$ cat config.mk
export PLATFORM = sky130hd
export DESIGN_NAME = slr_config
export DESIGN_NICKNAME = d
export VERILOG_FILES = /design/src/slr_pkg.sv /design/src/slr_config.sv
export SDC_FILE = /design/constraint.sdc
export NUM_CORES = 1
export LEC_CHECK = 0
export ABC_AREA = 1
export BUFFER_PORTS_ARGS = -buffer_cell sky130_fd_sc_hd__buf_4
export CORE_ASPECT_RATIO = 0.8
export CORE_UTILIZATION = 41
export DETAILED_ROUTE_END_ITERATION = 8
export MAX_ROUTING_LAYER = met4
export PLACE_DENSITY = 0.6
export RECOVER_POWER = 100
export SYNTH_ARGS = -nofsm -noshare
export SYNTH_HDL_FRONTEND = slang
export SYNTH_SLANG_ARGS = --single-unit
$ cat constraint.sdc
create_clock -name clk_sys -period 4.1 [get_ports clk_sys]
set_input_delay 0.41 -clock clk_sys [delete_from_list [all_inputs] [get_ports clk_sys]]
set_output_delay 0.41 -clock clk_sys [all_outputs]
set_load 0.01 [all_outputs]
$ cat src/slr_pkg.sv
`default_nettype none
package slr_pkg;
  // register offsets on the sensor bus register array
  localparam logic [7:0] OFS_OPTIONS  = 8'h25;
  localparam logic [7:0] OFS_S0_LOW   = 8'h26;
  localparam logic [7:0] OFS_S0_HIGH  = 8'h27;
  localparam logic [7:0] OFS_S1_LOW   = 8'h28;
  localparam logic [7:0] OFS_S1_HIGH  = 8'h29;
  localparam logic [7:0] RESET_BYTE   = 8'h00;
  // option bit positions
  localparam int BIT_FREE_RUNNING_SEND_ENABLE   = 0;
  localparam int BIT_INIT2   = 1;
  localparam int BIT_CRC     = 2;
  localparam int BIT_EMSG    = 3;
  localparam int BIT_WIDE    = 4;
  localparam int BIT_DAISY   = 6;
  // high start register layout
  localparam int HI_TIME_W   = 5;
  localparam int HI_SEL_LSB  = 6;
  localparam int TIME_W      = 13;
  // clipping limits in lsb
  localparam logic signed [11:0] NARROW_MIN = -12'sd102;
  localparam logic signed [11:0] NARROW_MAX = 12'sd307;
  localparam logic signed [11:0] WIDE_MIN   = -12'sd480;
  localparam logic signed [11:0] WIDE_MAX   = 12'sd480;
  // error codes
  localparam logic [9:0] ERR_CODE_BASE = 10'h1f4;
  // timing
  localparam int CLK_NS       = 50;
  localparam int US_NS        = 1000;
  localparam int CYC_PER_US   = US_NS / CLK_NS;
  localparam int MIN_START_US = 20;
  localparam logic [2:0] CRC_SEED = 3'h7;
  // sample carried through the buffer
  typedef struct packed {
    logic              err;
    logic [1:0]        err_kind;
    logic signed [11:0] value;
  } slr_sample_s;
  localparam int SAMPLE_W = $bits(slr_sample_s);
endpackage
`default_nettype wire

$ cat src/slr_config.sv
`timescale 1ns/1ps
`default_nettype none

// small first-word-fall-through buffer
module slr_fifo #(
  parameter int WIDTH = 15,
  parameter int DEPTH = 4
) (
  input  wire logic             clk_sys,
  input  wire logic             rst,
  input  wire logic             in_valid,
  output logic                  in_ready,
  input  wire logic [WIDTH-1:0] in_data,
  output logic                  out_valid,
  input  wire logic             out_ready,
  output logic [WIDTH-1:0]      out_data
);
  localparam int AW = $clog2(DEPTH);
  logic [WIDTH-1:0] mem [DEPTH];   // storage words
  logic [AW-1:0]    wr_q, rd_q;    // pointers
  logic [AW:0]      cnt_q;         // fill level
  logic             rdy_q;         // room flag, a flop so the port is clean
  wire              push = in_valid && in_ready;
  wire              pop  = out_valid && out_ready;
  wire [AW:0]       cnt_d = cnt_q + (AW+1)'(push) - (AW+1)'(pop); // level after this edge

  assign in_ready  = rdy_q;
  assign out_valid = (cnt_q != '0);
  assign out_data  = mem[rd_q];

  // storage has no reset, only pointers, level and room flag do
  always_ff @(posedge clk_sys) begin
    if (push) begin
      mem[wr_q] <= in_data;
    end
  end

  // pointer and level bookkeeping
  always_ff @(posedge clk_sys or posedge rst) begin
    if (rst) begin
      {wr_q, rd_q, cnt_q} <= '0;
      rdy_q <= 1'b1;       // empty buffer always has room
    end else begin
      if (push) begin
        wr_q <= (wr_q == AW'(DEPTH-1)) ? '0 : wr_q + 1'b1;
      end
      if (pop) begin
        rd_q <= (rd_q == AW'(DEPTH-1)) ? '0 : rd_q + 1'b1;
      end
      cnt_q <= cnt_d;
      rdy_q <= (cnt_d != (AW+1)'(DEPTH));
    end
  end
endmodule // slr_fifo

module slr_config import slr_pkg::*; #(
  parameter int FIFO_DEPTH   = 4,
  parameter int FREE_RUNNING_SEND_ENABLE_PER_US = 250  // free-running period, microseconds
) (
  input  wire logic              clk_sys,
  input  wire logic              rst,
  input  wire logic              psi5_mode,
  input  wire logic              diag_mode,
  input  wire logic              reg_wr,
  input  wire logic              reg_rd,
  input  wire logic [7:0]        reg_addr,
  input  wire logic [7:0]        reg_wdata,
  output logic [7:0]             reg_rdata,
  output logic                   reg_ack,
  output logic                   reg_refused,
  output logic                   array_error,
  input  wire logic              sync_pulse,
  input  wire logic              sample_valid,
  output logic                   sample_ready,
  input  wire slr_sample_s       sample,
  output logic                   tx_valid,
  output logic [9:0]             tx_data,
  output logic [2:0]             tx_check,
  output logic                   tx_source,
  input  wire logic              brc_valid,
  input  wire logic              brc_type,
  output logic                   slot0_brc_answer,
  output logic                   slot1_brc_answer,
  output logic                   phase2_extra_fields_enable,
  output logic                   daisy_chain_mode,
  output logic                   free_running_active
);
  // register array
  logic [7:0] opt_q, s0l_q, s0h_q, s1l_q, s1h_q;
  logic [7:0] chk_q;                   // reference for array check
  logic [7:0] rdata_q;
  logic       ack_q, refused_q, arr_err_q;

  // access only in dsi3 or psi5 diagnostic mode
  wire access_ok = !psi5_mode || diag_mode;
  wire hit_opt = (reg_addr == OFS_OPTIONS);
  wire hit_s0l = (reg_addr == OFS_S0_LOW);
  wire hit_s0h = (reg_addr == OFS_S0_HIGH);
  wire hit_s1l = (reg_addr == OFS_S1_LOW);
  wire hit_s1h = (reg_addr == OFS_S1_HIGH);
  wire wr_ok   = reg_wr && access_ok;
  wire rd_ok   = reg_rd && access_ok;

  // read mux, unmapped addresses read as zero
  wire [7:0] rd_mux = hit_opt ? opt_q : hit_s0l ? s0l_q : hit_s0h ? s0h_q
                    : hit_s1l ? s1l_q : hit_s1h ? s1h_q : 8'h00;

  // xor fold over the writable array
  wire [7:0] fold_now = opt_q ^ s0l_q ^ s0h_q ^ s1l_q ^ s1h_q;

  // register writes; every bit stays r/w in either protocol
  always_ff @(posedge clk_sys or posedge rst) begin
    if (rst) begin
      {opt_q, s0l_q, s0h_q, s1l_q, s1h_q} <= {5{RESET_BYTE}};
    end else if (wr_ok) begin
      if (hit_opt) opt_q <= reg_wdata;
      if (hit_s0l) s0l_q <= reg_wdata;
      if (hit_s0h) s0h_q <= reg_wdata;
      if (hit_s1l) s1l_q <= reg_wdata;
      if (hit_s1h) s1h_q <= reg_wdata;
    end
  end

  // reference fold follows legal writes one cycle late
  logic wr_seen_q;
  always_ff @(posedge clk_sys or posedge rst) begin
    if (rst) begin
      {wr_seen_q, arr_err_q} <= 2'b00;
      chk_q     <= RESET_BYTE;
    end else begin
      wr_seen_q <= wr_ok;
      if (wr_seen_q) begin
        chk_q <= fold_now;
      end else if (fold_now != chk_q) begin
        arr_err_q <= 1'b1; // sticky until reset; an upset is not healed
      end
    end
  end

  // bus answer one cycle after the strobe
  always_ff @(posedge clk_sys or posedge rst) begin
    if (rst) begin
      {rdata_q, ack_q, refused_q} <= 10'h000;
    end else begin
      ack_q     <= wr_ok || rd_ok;
      refused_q <= (reg_wr || reg_rd) && !access_ok;
      if (rd_ok) begin
        rdata_q <= rd_mux;
      end
    end
  end

  // decoded option bits, psi5 only
  wire wide_pressure_range_enable = opt_q[BIT_WIDE];
  wire error_detail_enable        = opt_q[BIT_EMSG];
  wire crc_select                 = psi5_mode && opt_q[BIT_CRC];
  wire daisy                      = psi5_mode && opt_q[BIT_DAISY];
  wire free_running_send_enable_on = psi5_mode && opt_q[BIT_FREE_RUNNING_SEND_ENABLE] && !opt_q[BIT_DAISY];

  // start time fields and effective start in microseconds
  wire [TIME_W-1:0] slot0_start_time = {s0h_q[HI_TIME_W-1:0], s0l_q};
  wire [TIME_W-1:0] slot1_start_time = {s1h_q[HI_TIME_W-1:0], s1l_q};
  wire [1:0] slot0_broadcast_select  = s0h_q[HI_SEL_LSB +: 2];
  wire [1:0] slot1_broadcast_select  = s1h_q[HI_SEL_LSB +: 2];

  // zero, small and exactly 20 all map to the 20 us floor
  function automatic logic [TIME_W-1:0] eff_start(input logic [TIME_W-1:0] v);
    eff_start = (v <= TIME_W'(MIN_START_US)) ? TIME_W'(MIN_START_US)
                                             : v;
  endfunction

  // broadcast answer decode, 00 and 11 answer all
  function automatic logic brc_match(input logic [1:0] sel, input logic typ);
    brc_match = (sel == 2'b00) || (sel == 2'b11) || (sel == {typ, !typ});
  endfunction

  wire [TIME_W-1:0] start0 = eff_start(slot0_start_time);
  wire [TIME_W-1:0] start1 = eff_start(slot1_start_time);

  // microsecond enable from the system clock
  localparam int DIV_W = $clog2(CYC_PER_US);
  logic [DIV_W-1:0] div_q;
  wire              us_tick = (div_q == DIV_W'(CYC_PER_US - 1));
  always_ff @(posedge clk_sys or posedge rst) begin
    if (rst) begin
      div_q <= '0;
    end else begin
      div_q <= (sync_pulse || us_tick) ? '0 : div_q + 1'b1;
    end
  end

  // microseconds since the timing reference, saturating
  logic [TIME_W-1:0] us_q;
  logic              live_q;       // a frame is being timed
  always_ff @(posedge clk_sys or posedge rst) begin
    if (rst) begin
      {us_q, live_q} <= '0;
    end else if (sync_pulse) begin
      us_q   <= '0;
      live_q <= 1'b1;
    end else if (us_tick && live_q) begin
      if (us_q == '1) begin
        live_q <= 1'b0;
      end else begin
        us_q <= us_q + 1'b1;
      end
    end
  end

  // free-running period counter for free_running_send_enable sending
  localparam int APW = $clog2(FREE_RUNNING_SEND_ENABLE_PER_US + 1);
  logic [APW-1:0] ap_q;
  wire free_running_send_enable_fire = free_running_send_enable_on && us_tick && (ap_q == APW'(FREE_RUNNING_SEND_ENABLE_PER_US - 1));
  always_ff @(posedge clk_sys or posedge rst) begin
    if (rst) begin
      ap_q <= '0;
    end else if (!free_running_send_enable_on || free_running_send_enable_fire) begin
      ap_q <= '0;
    end else if (us_tick) begin
      ap_q <= ap_q + 1'b1;
    end
  end

  // slot fire pulses; free_running_send_enable mode takes over source 0, drops source 1
  wire sync_hit0 = live_q && us_tick && (us_q + 1'b1 == start0);
  wire sync_hit1 = live_q && us_tick && (us_q + 1'b1 == start1);
  wire fire0 = free_running_send_enable_on ? free_running_send_enable_fire : sync_hit0;
  wire fire1 = !free_running_send_enable_on && sync_hit1;

  // sample buffer; sender pops only at a slot so the buffer really fills
  slr_sample_s head;
  logic        head_valid;
  wire         pop = head_valid && (fire0 || fire1);
  slr_fifo #(.WIDTH(SAMPLE_W), .DEPTH(FIFO_DEPTH)) u_buf (
    .clk_sys   (clk_sys),
    .rst       (rst),
    .in_valid  (sample_valid),
    .in_ready  (sample_ready),
    .in_data   (sample),
    .out_valid (head_valid),
    .out_ready (pop),
    .out_data  (head)
  );

  // clip bounds by range bit
  wire signed [11:0] lo = wide_pressure_range_enable ? WIDE_MIN : NARROW_MIN;
  wire signed [11:0] hi = wide_pressure_range_enable ? WIDE_MAX : NARROW_MAX;
  wire signed [11:0] clipped = (head.value < lo) ? lo : (head.value > hi) ? hi : head.value;
  wire [9:0] err_code = error_detail_enable ? ERR_CODE_BASE + 10'(head.err_kind)
                                            : ERR_CODE_BASE;
  wire [9:0] clip10 = clipped[9:0];
  wire [9:0] psi5_word = head.err ? err_code : clip10;
  wire [9:0] word = psi5_mode ? psi5_word : head.value[9:0];

  // crc3 over ten bits, msb first, x^3+x+1
  function automatic logic [2:0] crc3(input logic [9:0] d);
    logic [2:0] c;
    logic       fb;
    c = CRC_SEED;
    for (int i = 9; i >= 0; i--) begin
      fb = c[2] ^ d[i];
      c  = {c[1], c[0] ^ fb, fb};
    end
    crc3 = c;
  endfunction

  wire [2:0] check = !psi5_mode ? 3'h0
                   : crc_select ? crc3(word)
                   : {2'b00, ^word};                   // even parity

  // transmit register
  logic       txv_q, txs_q;
  logic [9:0] txd_q;
  logic [2:0] txc_q;
  always_ff @(posedge clk_sys or posedge rst) begin
    if (rst) begin
      {txv_q, txs_q, txd_q, txc_q} <= 15'h0000;
    end else begin
      txv_q <= pop;
      if (pop) begin
        txs_q <= !fire0; // source 0 wins a shared slot
        txd_q <= word;
        txc_q <= check;
      end
    end
  end

  // broadcast answers and mode flags
  logic b0_q, b1_q, p2_q, dc_q, fr_q;
  always_ff @(posedge clk_sys or posedge rst) begin
    if (rst) begin
      {b0_q, b1_q, p2_q, dc_q, fr_q} <= 5'h00;
    end else begin
      b0_q <= brc_valid && brc_match(slot0_broadcast_select, brc_type);
      b1_q <= brc_valid && brc_match(slot1_broadcast_select, brc_type);
      p2_q <= psi5_mode && opt_q[BIT_INIT2];
      dc_q <= daisy;
      fr_q <= free_running_send_enable_on;
    end
  end

  assign reg_rdata                  = rdata_q;
  assign reg_ack                    = ack_q;
  assign reg_refused                = refused_q;
  assign array_error                = arr_err_q;
  assign tx_valid                   = txv_q;
  assign tx_data                    = txd_q;
  assign tx_check                   = txc_q;
  assign tx_source                  = txs_q;
  assign slot0_brc_answer           = b0_q;
  assign slot1_brc_answer           = b1_q;
  assign phase2_extra_fields_enable = p2_q;
  assign daisy_chain_mode           = dc_q;
  assign free_running_active        = fr_q;
endmodule // slr_config
`default_nettype wire

# Word level (Yosys, flattened, before mapping)
# Memories as Yosys holds them, arrays and structs flattened.
# Index checks and enable logic that the tools add are counted.
[totals]
ramBits = 60
n_memories = 1
regBits = 115
out_inout_bits = 32
in_bits = 41
[classes]
n_lt_le_gt_ge = 4
add_sub_neg = 8
n_bitwise = 24
n_mux = 30
reduce_logical = 50
eq_ne = 19
[mem_list]
columns = ["memory", "words", "width", "read_ports", "rd_ports_with_merged_regs", "write_ports", "line", "rtl"]
rows = [
  ["u_buf.mem", 4, 15, 1, 0, 1, "slr_config.sv:19", "logic [WIDTH-1:0] mem [DEPTH];"],
]
[op_table]
columns = ["operator", "count"]
rows = [
  ["$mux 13", 5],
  ["$mux 8", 8],
  ["$mux 10", 5],
  ["$eq 8x6->1 const B", 5],
  ["$xor 8x8->8", 4],
  ["$eq 13x13->1", 2],
  ["$le 13x5->1 const B", 2],
  ["$logic_and 1x1->1", 19],
  ["$xor 1x1->1", 17],
  ["$reduce_and 2->1", 8],
  ["$add 13x1->13 const B", 1],
  ["$eq 13x13->1 const B", 1],
  ["$gt 12x10->1", 1],
  ["$lt 12x10->1", 1],
  ["$add 9x2->10 const A", 1],
  ["$logic_or 1x1->1", 10],
  ["$reduce_xor 10->1", 1],
  ["$mux 9", 1],
  ["$add 8x1->8 const B", 1],
  ["$eq 2x2->1 const B", 4],
  ["$eq 8x8->1 const B", 1],
  ["$ne 8x8->1", 1],
  ["$logic_not 1->1", 6],
  ["$mux 1", 6],
  ["15 further kinds", 24],
]

# Depth between registers and ports, before layout
# Gate-level depths: netlist (run 1).
[depth]
word_depth = 18
ltp_mapped = 34

# By module
# From an unflattened synthesis (run 1), not the netlist that was laid out.
[hier_totals]
hier_cells = 1143
area_unflattened_um2 = 9550.4
[modules_own_cells]
columns = ["module", "cells_per_inst", "seq_area_each_um2", "area_each_um2", "instances"]
rows = [
  ["slr_config", 912, 2677.6, 6646.4, 1],
  ["slr_fifo", 231, 2003.2, 2904.0, 1],
]

# Worst setup path after synthesis (run 1)
# Ideal clock, no wire load.
[synth_path]
path_kind = "register -> register"
startpoint = "register u_buf.rd_q[0]"
endpoint = "register txc_q[1], in the netlist tx_check[1]"
stages_incl_launch_ff = 33
setup_slack_ns = 0.747
period_less_slack_ns = 3.353
required_time_ns = 3.983
arrival_ns = 3.235
n_path_buf = 2
cell_sequence = "dfrtp_1 -> inv_2 -> buf_2 -> buf_2 -> nand2_1 -> a32oi_1 -> inv_1 -> ha_1 -> nand3_1 -> nor2_1 -> nand3_1 -> nand2_1 -> nand2_1 -> nand2_1 -> nand2_1 -> nand2_2 -> nand2_1 -> nand2_1 -> nand3_2 -> nand2_2 -> nand2_2 -> nand2_4 -> nand2_1 -> nand2_1 -> nand2_1 -> nand2_1 -> nand3_1 -> nand2_1 -> nand2_1 -> nand2_1 -> nand2_1 -> nand3_1 -> nand2_1"
[synth_between]
elab_chain_cells = 18
[synth_lines]
columns = ["element", "line", "rtl"]
rows = [
  ["from (decl)", "slr_config.sv:20", "logic [AW-1:0] wr_q, rd_q;"],
  ["from (signal assigned)", "slr_config.sv:48", "rd_q <= (rd_q == AW'(DEPTH-1)) ? '0 : rd_q + 1'b1;"],
  ["$mem_v2 4x15 (*)", "n/a", ""],
  ["$gt 12x10->1", "slr_config.sv:248", "wire signed [11:0] clipped = (head.value < lo) ? lo : (head.value > hi) ? hi : head.value;"],
  ["$mux 10 (2 in series)", "slr_config.sv:248", ""],
  ["$mux 10", "slr_config.sv:252", "wire [9:0] psi5_word = head.err ? err_code : clip10;"],
  ["$mux 10 (*)", "slr_config.sv:253", "wire [9:0] word = psi5_mode ? psi5_word : head.value[9:0];"],
  ["$not 1->1 (no line)", "n/a", ""],
  ["$xor 1x1->1", "slr_config.sv:262", "c = {c[1], c[0] ^ fb, fb};"],
  ["$xor 1x1->1", "slr_config.sv:261", "fb = c[2] ^ d[i];"],
  ["$xor 1x1->1", "slr_config.sv:262", ""],
  ["$xor 1x1->1", "slr_config.sv:261", ""],
  ["$xor 1x1->1", "slr_config.sv:262", ""],
  ["$xor 1x1->1", "slr_config.sv:261", ""],
  ["$xor 1x1->1", "slr_config.sv:262", ""],
  ["$xor 1x1->1", "slr_config.sv:261", ""],
  ["$xor 1x1->1 (*)", "slr_config.sv:262", ""],
  ["$mux 3 (*)", "slr_config.sv:268", ": crc_select ? crc3(word)"],
  ["$mux 3 (*)", "slr_config.sv:267", "wire [2:0] check = !psi5_mode ? 3'h0"],
  ["to (signal assigned)", "slr_config.sv:283", "txc_q <= check;"],
  ["to (decl)", "slr_config.sv:274", "logic [2:0] txc_q;"],
]
# Mark *: on every way between the ends. The rest lies on a longest branch, timed or not.
# A chain may end at the register's enable or synchronous reset.

# Worst setup path after layout (run 1)
# Ends and elaborated chain as after synthesis.

==> results of run 1 <==
-- worst reg2reg max path: cells and delay by family (launching register included) --
family | cells | cell delay (ns)
and+or+nand+nor | 23 | 1.79
DFF | 1 | 0.41
adders and majority gates | 1 | 0.24
buffers and inverters | 4 | 0.57
AOI/OAI and AO/OA | 3 | 0.54
-- flip-flops by register name, indices dropped and copies added, names as in the netlist, 3 cells and up --
| signal | count |
|---|---|
| s0h_q | 8 |
| u_buf.cnt_q | 3 |
| s0l_q | 8 |
| tx_check | 3 |
| opt_q | 8 |
| div_q | 5 |
| us_q | 13 |
| reg_rdata | 8 |
| u_buf.mem | 60 |
| tx_data | 10 |
| s1h_q | 8 |
| s1l_q | 8 |
| ap_q | 8 |
| chk_q | 8 |
-- power groups by stage --
stage | Sequential [mW] | Clock, mW | Combinational [mW]
finish | 2.18 | 1.76 | 2.78
global route | 2.20 | 1.85 | 3.18
CTS | 2.18 | 1.78 | 2.83
detailed placement | 2.21 | 0 | 2.80
global placement | 2.21 | 0 | 2.77
floorplan | 2.21 | 0 | 2.08
-- layer usage --
metal / up-vias / routed length [um] / track usage (%)
li1: 3862 / - / -
met5: - / 0 / -
met3: 19 / 1396 / 3.476
met2: 227 / 9285 / 29.09
met1: 3599 / 12870 / 34.22
met4: 0 / 224 / 4.960
-- logic make-up after synthesis --
| family | synth area share (%) |
|---|---|
| AND/OR/NAND/NOR | 24.33 |
| flip-flops | 49.83 |
| buffers and inverters | 6.793 |
| AO/OA/AOI/OAI | 9.736 |
| XOR/XNOR | 6.060 |
| adder cells (fa/ha/maj) | 3.143 |
| multiplexers | 0.1066 |
-- repair_timing --
item,CTS,global route
buffers inserted,0,0
gates resized for setup,0,3
endpoints found under the setup margin,0,3
-- final timing paths --
check / from / end / slack, ns / depth (start not counted)
max in group asynchronous: rst / u_buf.cnt_q[2] / 1.06 / 3
worst min register to register: div_q[0] / div_q[0] / 0.46 / 1
min in group asynchronous: rst / tx_valid / 0.93 / 2
worst max-delay path: u_buf.rd_q[0] / tx_check[1] / 0.46 / 31
worst min-delay path: reg_rd / reg_refused / 0.18 / 2
worst max register to register: u_buf.rd_q[0] / tx_check[1] / 0.46 / 31
-- layout make-up --
cell class / instances / area share (%)
clock buffer: 17 / 3.943
tap: 306 / 3.549
timing repair buffer: 89 / 4.326
inverter: 145 / 5.068
multi-input combinational: 780 / 37.75
clock inverter: 15 / 1.972
sequential: 175 / 43.39
-- cell usage in the layout, fill, tap and decap left out, types with 3 or more instances in the layout --
| cell | instances |
|---|---|
| a21oi_1 | 23 |
| a221oi_1 | 3 |
| a31oi_1 | 3 |
| buf_4 | 31 |
| clkbuf_1 | 54 |
| clkbuf_16 | 17 |
| clkinv_8 | 3 |
| dfrtp_1 | 114 |
| edfxtp_1 | 60 |
| ha_1 | 22 |
| inv_1 | 135 |
| inv_2 | 7 |
| inv_8 | 7 |
| nand2_1 | 316 |
| nand2_2 | 9 |
| nand3_1 | 76 |
| nand4_1 | 14 |
| nor2_1 | 71 |
| nor3_1 | 21 |
| nor4_1 | 6 |
| o211ai_1 | 3 |
| o21ai_0 | 94 |
| o22ai_1 | 17 |
| xnor2_1 | 34 |
| xor2_1 | 31 |
==> results by group, run 1 <==
Critical path
  – WP data arrival: ~4.0 ns
  – CP dominant cell by count: nand2_1
  – Startpoint types: register
  – Slowest cell on the critical path: dfrtp_1
  – CP max FO: 32
  – WP buf/inv: 4
  – Worst setup path category: reg -> reg
  – Req. time, crit path: between 4 and 5 ns
  – Crit path capture type: register
  – CP max stage delay: 0.41 ns
  – Crit path max-delay family: simple AND/OR/NAND/NOR gates

Placement
  – Pre-CTS setup slack: about 0.45 ns
  – PortBufs: roughly 70
  – Placed insts: roughly 1500
  – Placer Congestion: around 0.9
  – Post-DP HPWL: around 18 mm
  – Dpl cell area: between 0.01 and 0.015 mm2

STA
  – Final WS setup: approximately 0.46 ns
  – Crit path time final: approximately 3.6 ns
  – Worst Tran Pin Value: between 2 and 3 ns
  – Relative max-transition margin: -83.87%
  – Hold WS: around 0.18 ns
  – RSZ-0062 raised after global routing: false
  – Setup violations, final: 0
  – F_max: 274.8 MHz
  – Clock Skews: ~0.012 ns
  – Fin. max-slew vios: approximately 110
  – Fin crit share: between 80% and 90%
  – Hold violation count in the final report: 0
  – Setup TNS: 0 ns

Clocking
  – Clk buf depth: 2
  – CTS root buf: clkbuf_16
  – Hold_buf cts: 0
  – CTS tree: done
  – CTS Sinks: around 180
  – Clock latency on the worst-skew pair: about 0.45 ns
  – Clock slew seen by the registers of the worst setup and hold paths: 0.07 ns
  – H-tree levels: 4
  – CTS Buf Count: 17

Power and ir drop
  – P_sw: approximately 2.8 mW
  – Internal power: 3.915 mW
  – Power, Total: between 6 and 7 mW
  – Pwr per Cell Area: ~620 mW/mm2
  – P_leak: roughly 4.7 nW
  – Share of total power in the clock network: a little over a quarter
  – Seq pwr share: roughly 32%
  – Maximum VDD drop: between 200 and 300 uV
  – Combinational power share: 41.4%
  – Switch share: a little over two fifths

Final layout
  – Fin area: between 0.01 and 0.015 mm2
  – Layout Utilization: a little under half
  – Non-Filler Instances: 1527
  – Layout overhead on the synthesized area: 14.84%
  – Nets: between 1000 and 1500
  – Filler cells: roughly 2200
  – Area of the multi-input gates: a little over 0.004 mm2
  – Reg area: between 0.004 and 0.005 mm2
  – Ratio of cells with drive above 1 in the final layout: under 10%
  – Antenna cells: 0

Die
  – Core Area: ~0.023 mm2
  – Die Y: ~140 um
  – Initial Utilization: between 40% and 50%
  – Ports: 73
  – Die Footprint: ~0.024 mm2
  – Std-Cell Rows: 49
  – Die W: 171.2 um

Yosys
  – Asr flop ratio synth: about two thirds
  – Area leader, netlist: dfrtp_1
  – Mean post-synth cell area: approximately 8.4 um2
  – Top cells by area, synth: dfrtp_1 30%, edfxtp_1 19%, nand2_1 13%, inv_1 5.4%, o21ai_0 5.0%
  – Mapped Area: 0.009394 mm2
  – Sequential area share after synthesis: between 40% and 50%
  – Cells after Synth: about 1100
  – Netlist cell types: 56
  – Warning count from the yosys run: 0
  – Post-synth top area share: a little under a third
  – Post-synth top cells: 315 x nand2_1, 135 x inv_1, 114 x dfrtp_1, 94 x o21ai_0, 76 x nand3_1
  – Top-count cell post-synth: nand2_1
  – Synth Flop Type: dfrtp_1
  – Flops & latches, synth: approximately 180
  – Post-synth EDFFs: 60
  – Syn_nets: 1184

Min path
  – Worst min-delay path class: in -> reg

Detailed routing
  – WL/cell: ~16 um
  – DRT antenna net count: 0
  – Vias: slightly below 8000
  – Starting DRT DRC Count: 595
  – DRC errors left: 0
  – First-pass DRT Iterations: 5
  – Vias/cell: slightly above 5
  – WL final: roughly 24 mm

GRT
  – First-pass GRT wire length: ~38 mm
  – Largest net degree at the start of global routing: 74
  – GRT Total Usage: 21.91%
  – Vias in the first global route: about 7100
  – Grt ovf: 0
  – Initial antenna violation count: 0

Run status
  – Status: complete, but fails checks
  – Failing checks: capacitance limit, slew limit

Flow run
  – Maxcap violations: 4
(Power assumes the default switching activity.)
==> run 2: changes to the inputs <==
==> constraint.sdc (replaced) <==
create_clock -name clk_sys -period 4.1 [get_ports clk_sys]
set_input_delay 0.82 -clock clk_sys [delete_from_list [all_inputs] [get_ports clk_sys]]
set_output_delay 0.82 -clock clk_sys [all_outputs]
set_load 0.01 [all_outputs]
==> run 2 against run 1 <==
The flow still finishes with violations (capacitance limit, slew limit). Sequential power is essentially flat. First-iteration DRC count shrank 7.9%. Largest power group unchanged. Flip-flop and latch count is the same. Total power grew 0.45%. Maximum frequency shrank 4.9%. Routed wire length shrank 0.48%. Worst setup slack lost 0.19 ns. Highest routed layer unchanged. Utilization grew 0.31 points. Count of clock-buffer cells in the layout is the same. Global-route usage grew 0.10 points.
==> results by group, run 2 (synthesis gave the netlist of run 1 again) <==
Min path
  – Worst min-delay path class: reg -> reg

Clocking
  – Hold_buf cts: 0 (unchanged)
  – Clock slew seen by the registers of the worst setup and hold paths: 0.08 ns (about the same)
  – H-tree levels: 4 (unchanged)
  – Clock latency on the worst-skew pair: 0.44 ns (about the same)
  – Clk buf depth: 2 (unchanged)
  – CTS Buf Count: 17 (unchanged)
  – CTS root buf: clkbuf_16
  – CTS tree: done
  – CTS Sinks: 175 (unchanged)

Flow run
  – Maxcap violations: 4 (unchanged)

STA
  – Relative max-transition margin: -65.80% (+18 points)
  – Fin. max-slew vios: 98 (-7.5%)
  – Worst Tran Pin Value: 2.487 ns (-0.2711 ns)
  – F_max: 261.4 MHz (-4.9%)
  – Final WS setup: 0.2742 ns (-0.1870 ns)
  – Hold violation count in the final report: 0 (unchanged)
  – Clock Skews: 0.01230 ns (+0.0007064 ns)
  – Hold WS: 0.4712 ns (+0.2939 ns)
  – Setup violations, final: 0 (unchanged)
  – Setup TNS: 0 ns (unchanged)
  – Fin crit share: 93.31% (+4.6 points)
  – Crit path time final: 3.826 ns (+0.1870 ns)
  – RSZ-0062 raised after global routing: false

Detailed routing
  – First-pass DRT Iterations: 5 (unchanged)
  – Vias: 7773 (+0.86%)
  – DRT antenna net count: 0 (unchanged)
  – DRC errors left: 0 (unchanged)
  – WL final: 23.67 mm (-0.48%)
  – WL/cell: 15.44 um (-0.86%)
  – Starting DRT DRC Count: 548 (-7.9%)
  – Vias/cell: 5.070 (+0.46%)

Die
  – Std-Cell Rows: 49 (unchanged)
  – Die Y: 137.4 um (unchanged)
  – Initial Utilization: 41.75% (unchanged)
  – Die Footprint: 0.02353 mm2 (unchanged)
  – Die W: 171.2 um (unchanged)
  – Core Area: 0.02250 mm2 (unchanged)
  – Ports: 73 (unchanged)

Final layout
  – Layout Utilization: 48.25% (+0.31 points)
  – Most flops, register: u_buf.mem
  – Layout overhead on the synthesized area: 15.57%
  – Ratio of cells with drive above 1 in the final layout: 8.802% (+0.86 points)
  – Antenna cells: 0 (unchanged)
  – Commonest non-fill, non-tap cell in the layout: nand2_1
  – Largest register FFs: 60 (unchanged)
  – Nets: 1278 (+0.47%)
  – Non-Filler Instances: 1533 (+0.39%)
  – Most frequent cells in the layout: 314 x nand2_1, 135 x inv_1, 113 x dfrtp_1, 94 x o21ai_0, 76 x nand3_1

Critical path
  – CP max FO: 20 (-38%)
  – Worst setup path category: reg -> reg
  – Startpoint types: register
  – Crit path capture type: register
  – WP data arrival: 4.13 ns (+0.15 ns)
  – Req. time, crit path: 4.41 ns (-0.03 ns)

Placement
  – Placer Congestion: 0.9087 (-1.4%)
  – Pre-CTS setup slack: 0.2870 ns (-0.1607 ns)
  – Post-DP HPWL: 17.73 mm (+0.61%)
  – PortBufs: 72 (unchanged)
  – Placed insts: 1500 (+0.33%)

GRT
  – GRT Total Usage: 22.01% (+0.10 points)
  – Grt ovf: 0 (unchanged)
  – First-pass GRT wire length: 37.96 mm (-0.31%)
  – Initial antenna violation count: 0 (unchanged)
  – Vias in the first global route: 7023 (-0.59%)
  – Largest net degree at the start of global routing: 66 (-11%)

Power and ir drop
  – Pwr per Cell Area: 622.1 mW/mm2 (-0.19%)
  – Maximum VDD drop: 305.7 uV (+11%)
  – P_leak: 4.737 nW (+0.69%)

Run status
  – Status: complete, but fails checks
  – Failing checks: capacitance limit, slew limit
run 2: metrics by stage:
stage	instance area (um2)	total power [mW]
after floorplan	9394	4.287
after global placement	10400	4.963
after detailed placement	10400	5.017
after CTS	11040	6.774
after global routing	10860	7.320
final	10860	6.754
run 2: metal layers:
layer / vias up / wire [um] / global-route usage [%]
li1: 3873 / - / -
met1: 3660 / 12780 / 33.90
met2: 215 / 9377 / 29.31
met3: 25 / 1226 / 3.505
met4: 0 / 286 / 6.101
met5: - / 0 / -
run 2: path summary, 6_finish.rpt:
kind / startpoint / endpoint / slack [ns] / cells past startpoint
worst max-delay path: us_q[0] / tx_data[5] / 0.27 / 16
worst min-delay path: div_q[0] / div_q[0] / 0.47 / 1
worst max register to register: us_q[0] / tx_data[5] / 0.27 / 16
worst min register to register: div_q[0] / div_q[0] / 0.47 / 1
max in group asynchronous: rst / s1h_q[0] / 1.03 / 3
min in group asynchronous: rst / ap_q[2] / 1.24 / 2
run 2: layout make-up:
| cell class | count | area [um2] |
|---|---|---|
| clock inverters | 15 | 211.5 |
| well taps | 306 | 382.9 |
| multi-input cells | 780 | 4106 |
| repair buffers | 95 | 501.7 |
| flip-flops and latches | 175 | 4682 |
| inverters | 145 | 546.8 |
| clock buffers | 17 | 425.4 |
| fillers | 2203 | 11640 |
run 2: repair_timing:
| action | in CTS | in global routing |
|---|---|---|
| setup endpoints to repair | 0 | 3 |
| gates resized for setup | 0 | 8 |
| setup buffers | 0 | 1 |
| endpoints found under the hold margin | 0 | 0 |
run 2: critical path, cell delays in order, from the launching register on:
cell	delay, ns
dfrtp_1	0.41
inv_1	0.12
nor3_2	0.17
inv_1	0.08
nor2_1	0.12
nand3_1	0.16
xor2_1	0.40
xnor2_1	0.12
nor4_1	0.55
nand3_1	0.16
nand2_1	0.11
nand3_1	0.07
nand2_1	0.13
clkbuf_1	0.46
inv_1	0.40
nand2_1	0.16
o21ai_0	0.09
run 2: where the power goes:
group	leakage (nW)	total, mW	internal, mW	switching, mW
logic	2.34	2.83	0.933	1.89
clock network	0.312	1.74	0.945	0.796
registers	2.09	2.19	2.06	0.127
total	4.74	6.75	3.94	2.82
